$ cat config.mk
export PLATFORM = sky130hd
export DESIGN_NAME = rvr_top
export DESIGN_NICKNAME = d
export VERILOG_FILES = /design/src/verilog/rvr_pkg.sv /design/src/verilog/rvr_top.sv
export SDC_FILE = /design/constraint.sdc
export NUM_CORES = 1
export LEC_CHECK = 0
export BUFFER_PORTS_ARGS = -buffer_cell sky130_fd_sc_hd__buf_4
export CAP_MARGIN = 20
export CORE_MARGIN = 5
export CORE_UTILIZATION = 40
export DETAILED_ROUTE_END_ITERATION = 8
export GPL_TIMING_DRIVEN = 0
export PLACE_DENSITY_LB_ADDON = 0.1
export SETUP_SLACK_MARGIN = 0.02
export SKIP_CTS_REPAIR_TIMING = 1
export SLEW_MARGIN = 15
export SYNTH_ARGS = -nofsm -noshare
export SYNTH_HDL_FRONTEND = slang
export SYNTH_SLANG_ARGS = --single-unit
$ cat constraint.sdc
create_clock -name clk -period 2.6 [get_ports clk]
set_input_delay 0.13 -clock clk [delete_from_list [all_inputs] [get_ports clk]]
set_output_delay 0.13 -clock clk [all_outputs]
set_load 0.02 [all_outputs]
$ cat src/verilog/rvr_pkg.sv
`default_nettype none
package rvr_pkg;
    // ****************************************
    // Register map
    // ****************************************
    localparam logic [7:0] RVR_ADDR_VOLMIX = 8'h02;   // Volume and mixing control
    localparam logic [7:0] RVR_ADDR_VOL_A  = 8'h03;   // Channel A volume
    localparam logic [7:0] RVR_ADDR_VOL_B  = 8'h04;   // Channel B volume
    localparam logic [7:0] RVR_ADDR_MODE3  = 8'h06;   // Reset ramp mode control
    localparam logic [7:0] RVR_ADDR_ID     = 8'h07;   // Chip identification

    // ****************************************
    // Field positions and masks
    // ****************************************
    localparam int         RVR_SOFT_HI     = 6;       // Soft/zero field, upper bit
    localparam int         RVR_SOFT_LO     = 5;       // Soft/zero field, lower bit
    localparam int         RVR_RAMP_UP_BIT = 3;       // Ramp up after reset
    localparam int         RVR_RAMP_DN_BIT = 2;       // Ramp down before reset
    localparam int         RVR_MUTE_BIT    = 7;       // Channel mute
    localparam logic [7:0] RVR_MODE3_MASK  = 8'h1c;   // Writable bits of mode 3

    // ****************************************
    // Reset values
    // ****************************************
    localparam logic [7:0] RVR_VOLMIX_RST  = 8'h40;   // Soft ramp selected
    localparam logic [7:0] RVR_VOL_RST     = 8'h00;   // 0 dB, unmuted
    localparam logic [7:0] RVR_MODE3_RST   = 8'h00;   // Both ramp bits clear

    // ****************************************
    // Identification (values arbitrary)
    // ****************************************
    localparam logic [3:0] RVR_PART_ID     = 4'h5;    // Arbitrary part value
    localparam logic [3:0] RVR_REV_ID      = 4'h1;    // Arbitrary revision value

    // ****************************************
    // Attenuation and change modes
    // ****************************************
    localparam logic [6:0] RVR_ATTEN_MAX   = 7'h7f;   // 127 dB
    localparam logic [1:0] RVR_MODE_IMM    = 2'h0;    // Immediate
    localparam logic [1:0] RVR_MODE_ZC     = 2'h1;    // Zero cross only
    localparam logic [1:0] RVR_MODE_SOFT   = 2'h2;    // Soft ramp only
    localparam logic [1:0] RVR_MODE_BOTH   = 2'h3;    // Soft ramp and zero cross

    // Sequencer states
    typedef enum logic [1:0] {
        RVR_HOLD,
        RVR_RAMP_UP,
        RVR_RUN,
        RVR_RAMP_DOWN
    } rvr_state_t;
endpackage : rvr_pkg
`default_nettype wire

$ cat src/verilog/rvr_top.sv
`timescale 1ns/10ps
`default_nettype none
module rvr_top
    import rvr_pkg::*;
(
    input  wire logic       clk,                 // Master clock
    input  wire logic       rstn,                // Synchronous reset
    input  wire logic [7:0] ctl_addr,            // Control port address
    input  wire logic [7:0] ctl_wdata,           // Control port write data
    input  wire logic       ctl_wr,              // Write strobe
    input  wire logic       ctl_rd,              // Read strobe
    output var  logic [7:0] ctl_rdata,           // Read data
    input  wire logic       reset_pin_n,         // Reset pin level
    input  wire logic       internal_reset_req,  // Internally raised reset
    input  wire logic       sample_strobe,       // One pulse per sample frame
    input  wire logic       zero_cross_a,        // Channel A zero crossing
    input  wire logic       zero_cross_b,        // Channel B zero crossing
    output var  logic [6:0] atten_a,             // Applied attenuation A
    output var  logic [6:0] atten_b,             // Applied attenuation B
    output var  logic       reset_go,            // Reset action may proceed
    output var  logic       ramp_busy            // Ramp around reset running
);
    // ****************************************
    // State
    // ****************************************
    typedef struct packed {
        rvr_state_t       st;      // Sequencer state
        logic [1:0][6:0]  atten;   // Applied attenuation per channel
        logic [1:0][7:0]  vol;     // Channel volume registers
        logic [7:0]       volmix;  // Volume and mixing control
        logic [7:0]       mode3;   // Reset ramp mode control
        logic [7:0]       rdata;   // Read data
        logic             go;      // Reset action allowed
        logic             busy;    // Ramp in progress
    } rvr_regs_t;

    rvr_regs_t       q;            // Registered state
    rvr_regs_t       next_q;       // Next state
    logic            req;          // Any reset request
    logic [1:0]      zc;           // Zero crossings per channel
    logic [1:0]      mode;         // Soft/zero mode
    logic [1:0][6:0] tgt;          // Programmed targets
    logic            at_tgt;       // Both channels at target
    logic            at_max;       // Both channels at max

    // Pin and internal requests merged alike
    assign req  = !reset_pin_n || internal_reset_req;
    assign zc   = {zero_cross_b, zero_cross_a};
    assign mode = q.volmix[RVR_SOFT_HI:RVR_SOFT_LO];

    // Targets; mute forces maximum attenuation
    always_comb begin
        for (int i = 0; i < 2; i++) begin
            tgt[i] = q.vol[i][RVR_MUTE_BIT] ? RVR_ATTEN_MAX : q.vol[i][6:0];
        end
    end

    assign at_tgt = (q.atten[0] == tgt[0]) && (q.atten[1] == tgt[1]);
    assign at_max = (q.atten[0] == RVR_ATTEN_MAX) && (q.atten[1] == RVR_ATTEN_MAX);

    // ****************************************
    // Attenuation walker
    // ****************************************
    // One move toward the goal under the soft/zero mode
    function automatic logic [6:0] rvr_walk(input logic [6:0] cur,
                                            input logic [6:0] goal,
                                            input logic [1:0] md,
                                            input logic       stb,
                                            input logic       zx);
        logic [6:0] res;
        res = cur;
        unique case (md)
            RVR_MODE_IMM:  res = goal;
            RVR_MODE_ZC:   if (zx) res = goal;
            RVR_MODE_SOFT,
            RVR_MODE_BOTH: begin
                // One dB per sample, or per zero crossing
                if ((md == RVR_MODE_SOFT) ? stb : zx) begin
                    if (cur < goal) begin
                        res = cur + 7'h01;
                    end else if (cur > goal) begin
                        res = cur - 7'h01;
                    end
                end
            end
        endcase
        return res;
    endfunction : rvr_walk

    // ****************************************
    // Next state
    // ****************************************
    always_comb begin
        next_q = q;
        // Register writes; identification ignores writes
        if (ctl_wr) begin
            unique case (ctl_addr)
                RVR_ADDR_VOLMIX: next_q.volmix = ctl_wdata;
                RVR_ADDR_VOL_A:  next_q.vol[0] = ctl_wdata;
                RVR_ADDR_VOL_B:  next_q.vol[1] = ctl_wdata;
                RVR_ADDR_MODE3:  next_q.mode3  = ctl_wdata & RVR_MODE3_MASK;
                default:         ;
            endcase
        end
        // Register reads, unmapped read as zero
        if (ctl_rd) begin
            unique case (ctl_addr)
                RVR_ADDR_VOLMIX: next_q.rdata = q.volmix;
                RVR_ADDR_VOL_A:  next_q.rdata = q.vol[0];
                RVR_ADDR_VOL_B:  next_q.rdata = q.vol[1];
                RVR_ADDR_MODE3:  next_q.rdata = q.mode3;
                RVR_ADDR_ID:     next_q.rdata = {RVR_PART_ID, RVR_REV_ID};
                default:         next_q.rdata = 8'h00;
            endcase
        end
        // Reset sequencer
        unique case (q.st)
            RVR_HOLD: begin
                // Held at max while reset stands
                next_q.atten = {RVR_ATTEN_MAX, RVR_ATTEN_MAX};
                if (!req) begin
                    if (q.mode3[RVR_RAMP_UP_BIT]) begin
                        next_q.st = RVR_RAMP_UP;
                    end else begin
                        next_q.atten = tgt;
                        next_q.st    = RVR_RUN;
                    end
                end
            end
            RVR_RAMP_UP, RVR_RUN: begin
                if (req) begin
                    if (q.mode3[RVR_RAMP_DN_BIT]) begin
                        next_q.st = RVR_RAMP_DOWN;
                    end else begin
                        next_q.atten = {RVR_ATTEN_MAX, RVR_ATTEN_MAX};
                        next_q.st    = RVR_HOLD;
                    end
                end else begin
                    // Walk toward programmed volume
                    for (int i = 0; i < 2; i++) begin
                        next_q.atten[i] = rvr_walk(q.atten[i], tgt[i], mode,
                                                   sample_strobe, zc[i]);
                    end
                    if (q.st == RVR_RAMP_UP && at_tgt) begin
                        next_q.st = RVR_RUN;
                    end
                end
            end
            RVR_RAMP_DOWN: begin
                // Reset action waits for max attenuation
                if (at_max) begin
                    next_q.st = RVR_HOLD;
                end else begin
                    for (int i = 0; i < 2; i++) begin
                        next_q.atten[i] = rvr_walk(q.atten[i], RVR_ATTEN_MAX, mode,
                                                   sample_strobe, zc[i]);
                    end
                end
            end
        endcase
        next_q.go   = (next_q.st == RVR_HOLD);
        next_q.busy = (next_q.st == RVR_RAMP_UP) || (next_q.st == RVR_RAMP_DOWN);
    end

    // ****************************************
    // State register
    // ****************************************
    always_ff @(posedge clk) begin
        if (!rstn) begin
            q.st     <= RVR_HOLD;
            q.atten  <= {RVR_ATTEN_MAX, RVR_ATTEN_MAX};
            q.vol    <= {RVR_VOL_RST, RVR_VOL_RST};
            q.volmix <= RVR_VOLMIX_RST;
            q.mode3  <= RVR_MODE3_RST;
            q.rdata  <= 8'h00;
            q.go     <= 1'b1;
            q.busy   <= 1'b0;
        end else begin
            q <= next_q;
        end
    end

    // Outputs straight from flops
    assign ctl_rdata = q.rdata;
    assign atten_a   = q.atten[0];
    assign atten_b   = q.atten[1];
    assign reset_go  = q.go;
    assign ramp_busy = q.busy;
endmodule : rvr_top
`default_nettype wire

---- Word level (Yosys, flattened, before mapping) ----
Cells that the tools add are included.
storage, ports and cells
  register bits ........................... 53
  latch bits .............................. 0
  RAM bits ................................ 0
  ROM bits ................................ 0
  output and inout bits ................... 24
  word-level logic and storage cells ...... 105
  memories ................................ 0
cells by class
  add/sub/neg operators ................... 4
  multiply operators ...................... 0
  div/mod/pow operators ................... 0
  order comparisons ....................... 8
  equality and inequality tests ........... 31
  shift-type cells ........................ 0
  muxes and demuxes ....................... 35
  bitwise logic cells ..................... 0
  reduce and logical (&&, ||, !) cells .... 17
operators by type and width
  operator               number
  $mux W7                18
  $pmux W7 S3            4
  $pmux W16 S3           1
  $mux W14               3
  $pmux W8 S5            1
  $mux W16               2
  $eq A8 B3 Y1 const B   3
  $ne A4 B4 Y1 const B   6
  $eq A8 B2 Y1 const B   2
  $reduce_and A8 Y1      2
  $ne A3 B3 Y1 const B   5
  $add A7 B1 Y7 const B  2
  $eq A7 B7 Y1           2
  $eq A7 B7 Y1 const B   2
  $gt A7 B7 Y1           2
  $gt A7 B7 Y1 const B   2
  $lt A7 B7 Y1           2
  $lt A7 B7 Y1 const B   2
  $sub A7 B1 Y7 const B  2
  $eq A2 B2 Y1 const B   5
  $ne A5 B5 Y1 const B   2
  $mux W2                4
  $reduce_and A2 Y1      4
  $eq A2 B1 Y1 const B   3
  other kinds (7)        14

---- Logic depth before layout (Yosys ltp) ----
Gate-level depths: netlist (run 1).
  depth in word-level cells ............... 10
  gate-level depth with buffers ........... 10

---- Worst setup path after synthesis (run 1) ----
OpenSTA, ideal clock, no wires.
  path kind ............................... register -> register
  start ................................... register q[41] (netlist bit)
  end ..................................... register q, in the netlist atten_b[4]
  setup time .............................. 0.093 ns
  arrival time ............................ 2.247 ns
  required time ........................... 2.507 ns
  path slack .............................. 0.260 ns
  cell stages (with the launch flop) ...... 11
  path buffers ............................ 2
  period minus slack after synthesis ...... 2.340 ns
  cells stage by stage .................... dfxtp_1 clkbuf_1 nor2_1 ha_1 a21oi_1 o21ai_1 nor3_1 o21ai_1 or2_1 buf_6 o311ai_2
between the ends
  word-level cells in the longest chain between the ends .. 7
  elaborated cells on any way between the ends .. 13
  classes of those cells .................. order compare (2); eq/ne (1); mux (9); reduce/logical (1)
RTL lines
  what                    RTL line        text
  start, declared         rvr_top.sv:37   rvr_regs_t q;
  start signal, assigned  rvr_top.sv:179  q <= next_q;
  $mux W7 (*)             rvr_top.sv:54   tgt[i] = q.vol[i][RVR_MUTE_BIT] ? RVR_ATTEN_MAX : q.vol[i][6:0];
  $lt A7 B7 Y1            rvr_top.sv:79   if (cur < goal) begin
  $mux W7                 rvr_top.sv:79
  $mux W7                 rvr_top.sv:78   if ((md == RVR_MODE_SOFT) ? stb : zx) begin
  $pmux W7 S3             rvr_top.sv:72   unique case (md)
  $mux W16                rvr_top.sv:131  if (req) begin
  $pmux W16 S3            rvr_top.sv:117  unique case (q.st)
Every way passes the cells marked *; elsewhere a longest branch is shown, timed or not. The select of a mux whose other input is x is not followed.
A chain may end at the register's enable or synchronous reset.

---- Final worst setup path (run 1) ----
  start ................................... register q[33] (netlist bit)
  end ..................................... register q, in the netlist atten_a[3]
The elaborated chain is that of the path after synthesis.

==> PnR_summary.wiki, run 1 <==
{| class="wikitable"
! Metric !! Value
|-
| Final-report setup violation count || 0
|-
| Cell type group with the largest total delay on the critical path || compound AO/OA/AOI/OAI gates
|-
| CTS clk-pin slew, worst paths || 0.10 ns
|-
| Required arrival time at the worst endpoint || 2.82 ns
|-
| Overflow left after global routing || 0
|-
| Largest incremental delay on the critical path || 0.35 ns
|-
| Startpoint type of the worst setup path || register
|-
| Post-synth top flop || dfxtp_1
|-
| Fin. Hold Viols || 0
|-
| Die Area || 12700 µm²
|-
| Sink Count || 53
|-
| Mean number of vias per cell || 5.80
|-
| Number of antenna cells inserted || 0
|-
| PnR worst setup slack || 0.111 ns
|-
| Total GRT Usage || 0.209
|-
| Async S/R FF share, synth || 0
|-
| Area growth from synthesis to layout || 18.0%
|-
| Relative slew margins || 0.564
|-
| Arrival time at the worst endpoint || 2.71 ns
|-
| Synth Area per Inst || 7.65 µm²
|-
| Cell Area, Synth || 4230 µm²
|-
| Crit Path Max Fanout || 10
|-
| Setup repair after global routing missed its margin || yes
|-
| Time the worst path needs with I/O delays and setup || 2.49 ns
|-
| Kind of path behind the tightest hold check || in -> reg
|-
| Nets || 653
|-
| Count of maximum capacitance violations || 0
|-
| Std-Cell Rows || 37
|-
| Die boundary width || 113 µm
|-
| Cell repeated most along the worst path || clkbuf_8
|-
| Number of ports placed on the die boundary || 49
|-
| Number of cells produced by synthesis || 553
|-
| Total via count after detailed routing || 4314
|-
| Kind of end point of the critical path || register
|-
| Net count of the mapped netlist || 599
|-
| Final Routed Wirelength || 13600 µm
|-
| Areal power density over the cells || 988 nW/µm²
|-
| Number of search-and-repair iterations in the first detailed-routing pass || 6
|-
| Sum of buffers and inverters on the critical path || 2
|-
| Maximum clock frequency || 402 MHz
|-
| Maximum number of pins on one net before global-route repair || 17
|-
| Pre-CTS setup slack || -0.310 ns
|-
| Worst VDD drop || 0.000288 V
|-
| Fillcell total || 1066
|-
| Sequential cell area fraction in the yosys report || 0.251
|-
| Post-synth top area share || 0.251
|-
| Ratio of final minimum period to clock period || 0.957
|-
| Half-perimeter wire length after detailed placement || 10600 µm
|-
| Starting DRT DRC Count || 255
|-
| Worst hold slack across all endpoints || 0.0887 ns
|-
| First-pass GRT wire length || 21700 µm
|-
| Clock tree root driver cell || clkbuf_8
|-
| Clock tree from TritonCTS || built
|-
| Vertical extent of the die || 113 µm
|-
| Start-to-end type of the worst setup path || reg -> reg
|-
| Clock latency reported for the late side of the worst-skew pair || 0.30 ns
|-
| Synthesis-stage register bit count || 53
|-
| Number of levels the H-tree was split into || 2
|-
| Post-synthesis cell type count || 72
|-
| Routed wire length per instance || 18.3 µm
|-
| Via count of the first global-routing pass || 4112
|-
| Dominant cell type by area after synthesis || dfxtp_1
|-
| Antenna Nets Post-Route || 0
|-
| RePlAce Congestion || 0.914
|-
| Max Root-Sink Buffers || 2
|-
| LEAKAGE || 1.88 nW
|-
| Cell type of the slowest stage on the worst timing path || dfxtp_2
|-
| Share of layout cells above drive strength 1 || 0.248
|-
| Register Area || 1060 µm²
|-
| Initial antenna violation count || 0
|-
| Number of buffers inserted by port buffering || 45
|-
| Warnings, synthesis || 0
|-
| Post-synth EDFFs || 0
|-
| Synth area leaders || dfxtp_1 25%, a21oi_1 6.3%, ha_1 6.2%
|-
| Slew of the pin with the lowest slew margin || 0.653 ns
|-
| Combined area of the multi-input logic cells || 2810 µm²
|-
| Worst-case clock skew || 0.00851 ns
|-
| DRC || 0
|-
| Area inside the core boundary || 10300 µm²
|-
| Inserted Clock Buffers || 5
|-
| Initial Util || 0.410
|-
| Outcome || complete, no violations
|-
| Crit path cell chain || clkbuf_8 -> nor2_1 -> ha_1 -> nand4_1 -> a21oi_2 -> or2_2 -> clkbuf_8 -> a311o_2 -> a31o_1 -> o211ai_1
|-
| Total count of max-transition violations in the final report || 0
|}
-- report_power, final --
part	switching, mW	internal (mW)	leakage, nW
sequential	0.170	0.941	0.432
combinational	1.84	1.38	1.39
clock	0.285	0.314	0.0574
total	2.30	2.63	1.88
-- kinds of logic after synthesis --
kind of cell               share of synthesized area
AOI/OAI and AO/OA                              0.270
xor gates and xnor gates                      0.0352
adders and majority gates                     0.0621
buffers and inverters                          0.110
DFF                                            0.251
muxes                                         0.0263
and+or+nand+nor                                0.245
-- cells in the final DEF (no fill, tap or decap), drive strengths merged, types with 3 or more instances in the layout --
cell type / n
o311ai: 9
buf: 91
inv: 12
a211oi: 5
xnor2: 12
or2: 7
o21ai: 52
mux2i: 10
nand2: 65
nor2: 32
a222oi: 3
o211ai: 8
ha: 21
o21a: 6
nand3b: 3
a221oi: 9
clkbuf: 23
or4: 3
a31oi: 4
nor3b: 4
a21oi: 53
nand4: 4
nand2b: 8
xor2: 5
nor3: 22
nand3: 37
nor4: 4
dfxtp: 53
nor2b: 4
a32oi: 3
a21o: 3
-- state kept, by name (all words and copies together), names as in the netlist --
register   cells
atten_a        7
atten_b        7
ctl_rdata      8
mode           2
q             27
ramp_busy      1
reset_go       1
-- synthesized netlist by cell type, drive strengths merged, types with 3 or more instances --
cell,number
a211oi,5
a21o,3
a21oi,53
a221oi,9
a222oi,3
a31oi,4
a32oi,3
buf,43
clkbuf,18
dfxtp,53
ha,21
inv,12
mux2i,10
nand2,65
nand2b,8
nand3,37
nand3b,3
nand4,4
nor2,32
nor2b,4
nor3,22
nor3b,4
nor4,4
o211ai,8
o21a,6
o21ai,52
o311ai,9
or2,7
or4,3
xnor2,12
xor2,5
-- final timing paths --
path | from | endpoint | slack [ns] | cells after the start
hold / removal | rstn | atten_a[2] | 0.09 | 2
hold reg to reg | ctl_rdata[3] | ctl_rdata[3] | 0.46 | 2
setup reg to reg | q[33] | atten_a[3] | 0.11 | 10
setup / recovery | q[33] | atten_a[3] | 0.11 | 10
-- metal layers --
metal	up-vias	wire length [µm]	GRT usage
li1	2111	-	-
met1	2041	6170	0.286
met2	143	6370	0.342
met3	19	772	0.0235
met4	0	323	0.0705
met5	-	0	0
-- cell type report --
type	instances	share of cell area
Clock inverter	2	0.00752
Tap cell	136	0.0341
Buffer	61	0.0853
Multi-Input combinational cell	427	0.564
Sequential cell	53	0.213
Inverter	12	0.00903
Timing Repair Buffer	47	0.0707
Clock buffer	6	0.0165
-- per-stage QoR --
step / std cells / instance area, µm² / util / total power, mW / TNS [ns]
5_1_grt: 744 / 4990 / 0.483 / 5.33 / 0
4_1_cts: 742 / 4860 / 0.470 / 4.80 / -1.45
3_3_place_gp: 734 / 4740 / 0.459 / 4.17 / -1.21
3_5_place_dp: 734 / 4740 / 0.459 / 4.19 / -1.27
6_report: 744 / 4990 / 0.483 / 4.93 / 0
2_1_floorplan: 553 / 4230 / - / 3.39 / 0
Note: power is estimated with default switching activity, not from simulation.
==> run 2: changes to the inputs <==
--- a/config.mk
+++ b/config.mk
@@ -7,6 +7,7 @@
 export LEC_CHECK = 0
 export BUFFER_PORTS_ARGS = -buffer_cell sky130_fd_sc_hd__buf_4
 export CAP_MARGIN = 20
+export CORE_ASPECT_RATIO = 0.7
 export CORE_MARGIN = 5
 export CORE_UTILIZATION = 40
 export DETAILED_ROUTE_END_ITERATION = 8
==> run 2 against run 1 <==
Global-route usage grew 1.2 points. Clock power increased by 47%. Count of clock-buffer cells in the layout decreased by 1. Wire length rose by 5.7%. Total power increased by 5.8%. Die area up 0.25%. Clock skew hardly changed. Setup slack got worse by 0.073 ns. Cell count down 0.54%. Sequential power barely moved. Critical endpoint is now atten_b[5].
==> PnR_summary.wiki, run 2 (synthesis gave the netlist of run 1 again) <==
{| class="wikitable"
! Metric !! Value
|-
| Maximum number of pins on one net before global-route repair || 18
|-
| Fin. Hold Viols || 0
|-
| Std-Cell Rows || 31
|-
| Half-perimeter wire length after detailed placement || 11200 µm
|-
| Clock tree root driver cell || clkbuf_16
|-
| Startpoint type of the worst setup path || register
|-
| RePlAce Congestion || 0.938
|-
| Register with the highest flop count || q
|-
| Starting DRT DRC Count || 488
|-
| PnR worst setup slack || 0.0379 ns
|-
| Worst hold slack across all endpoints || 0.107 ns
|-
| Time the worst path needs with I/O delays and setup || 2.56 ns
|-
| Nets || 653
|-
| Total via count after detailed routing || 4433
|-
| First-pass GRT wire length || 22200 µm
|-
| Most frequent standard cell in the layout excluding fill and tap cells || buf_4
|-
| Area inside the core boundary || 10400 µm²
|-
| Arrival time at the worst endpoint || 2.73 ns
|-
| Cell count of the worst reg-to-reg path || 10
|-
| DRC || 0
|-
| Max Root-Sink Buffers || 2
|-
| Fin Setup TNS || 0 ns
|-
| Commonest cells after routing, fill and taps aside || 72 x buf_4, 65 x nand2_1, 53 x dfxtp_1
|-
| Total GRT Usage || 0.221
|-
| Mean number of vias per cell || 5.99
|-
| Area growth from synthesis to layout || 19.1%
|-
| Number of antenna cells inserted || 0
|-
| Overflow left after global routing || 0
|-
| Number of search-and-repair iterations in the first detailed-routing pass || 7
|-
| Start-to-end type of the worst setup path || reg -> reg
|-
| Routed wire length per instance || 19.5 µm
|-
| Maximum clock frequency || 390 MHz
|-
| Worst VDD drop || 0.000505 V
|-
| Vertical extent of the die || 96.0 µm
|-
| Initial Util || 0.408
|-
| Share of layout cells above drive strength 1 || 0.238
|-
| Largest register FFs || 27
|-
| Die boundary width || 133 µm
|-
| CTS clk-pin slew, worst paths || 0.07 ns
|-
| Pre-CTS setup slack || -0.505 ns
|-
| LEAKAGE || 1.91 nW
|-
| Count of maximum capacitance violations || 0
|-
| Areal power density over the cells || 1040 nW/µm²
|-
| Endpoint, Worst Hold || atten_a[1]
|-
| Initial antenna violation count || 0
|-
| Capture instance of the worst register-to-register path || atten_b[5]
|-
| Slew of the pin with the lowest slew margin || 0.694 ns
|-
| Kind of end point of the critical path || register
|-
| Setup slack of the worst register-to-register path || 0.04 ns
|-
| Number of ports placed on the die boundary || 49
|-
| HP Start || rstn
|-
| Number of levels the H-tree was split into || 2
|-
| Inserted Clock Buffers || 5
|-
| Kind of path behind the tightest hold check || in -> reg
|-
| Ratio of final minimum period to clock period || 0.985
|-
| Sink Count || 53
|-
| Via count of the first global-routing pass || 4073
|-
| Relative slew margins || 0.534
|-
| Worst-case clock skew || 0.00801 ns
|-
| Crit Path Max Fanout || 10
|-
| Final Routed Wirelength || 14400 µm
|-
| Final-report setup violation count || 0
|-
| Number of buffers inserted by port buffering || 45
|-
| Clock latency reported for the late side of the worst-skew pair || 0.30 ns
|-
| Worst reg2reg startpoint || q[41]
|-
| Clock tree from TritonCTS || built
|-
| Number of instances on the worst hold path || 2
|-
| Setup repair after global routing missed its margin || yes
|-
| Die Area || 12800 µm²
|-
| Antenna Nets Post-Route || 0
|-
| Required arrival time at the worst endpoint || 2.77 ns
|-
| Outcome || complete, no violations
|-
| Total count of max-transition violations in the final report || 0
|}
==> run 2: per-stage QoR <==
stage,util,cell area (µm²),cells,power (mW)
after floorplan,-,4230,553,3.39
after global placement,0.457,4730,730,4.16
after detailed placement,0.457,4730,730,4.20
after CTS,0.476,4930,738,5.09
after global routing,0.486,5040,740,5.54
final,0.486,5040,740,5.21
==> run 2: worst max path at each step <==
stage          startpoint         end  slack, ns  depth (start not counted)
3_3_place_gp        q[41]  atten_b[3]      -0.46                         10
3_5_place_dp        q[41]  atten_b[3]      -0.50                         10
2_1_floorplan       q[41]  atten_b[4]       0.26                         10
6_report            q[41]  atten_b[5]       0.04                         10
4_1_cts             q[41]  atten_b[3]      -0.53                         10
5_1_grt             q[32]  atten_a[3]     -0.008                          9
==> run 2: cell type report <==
| type | instances | area [µm²] |
|---|---|---|
| tap | 132 | 165 |
| buffer | 61 | 425 |
| sequential | 53 | 1060 |
| clock buffer | 5 | 125 |
| timing repair buffer | 47 | 353 |
| inverter | 12 | 45.0 |
| multi-input combinational | 427 | 2790 |
| clock inverter | 3 | 68.8 |
| fill | 1047 | 5320 |
==> run 2: critical path: stages (launching register included) <==
cell and delay [ns]:
dfxtp_1 0.32, clkbuf_4 0.21, nor2_2 0.22, ha_1 0.29
nand4_1 0.20, nor2_2 0.12, o21ai_0 0.23, o21ai_2 0.13
or2_1 0.23, buf_6 0.15, o311ai_1 0.34
==> run 2: report_power, final <==
group	switching (mW)	total, mW	leakage [nW]	internal (mW)
Clock	0.327	0.883	0.0944	0.556
Sequential	0.187	1.13	0.431	0.940
Combinational	1.85	3.20	1.39	1.36
Total	2.36	5.21	1.91	2.85
==> run 2: per-layer routing <==
| metal | track usage | share of wire | routed length [µm] |
|---|---|---|---|
| met4 | 0.0433 | 0.0096 | 138 |
| met3 | 0.0627 | 0.090 | 1300 |
| met1 | 0.335 | 0.49 | 7100 |
| met5 | 0 | 0 | 0 |
| met2 | 0.308 | 0.41 | 5870 |
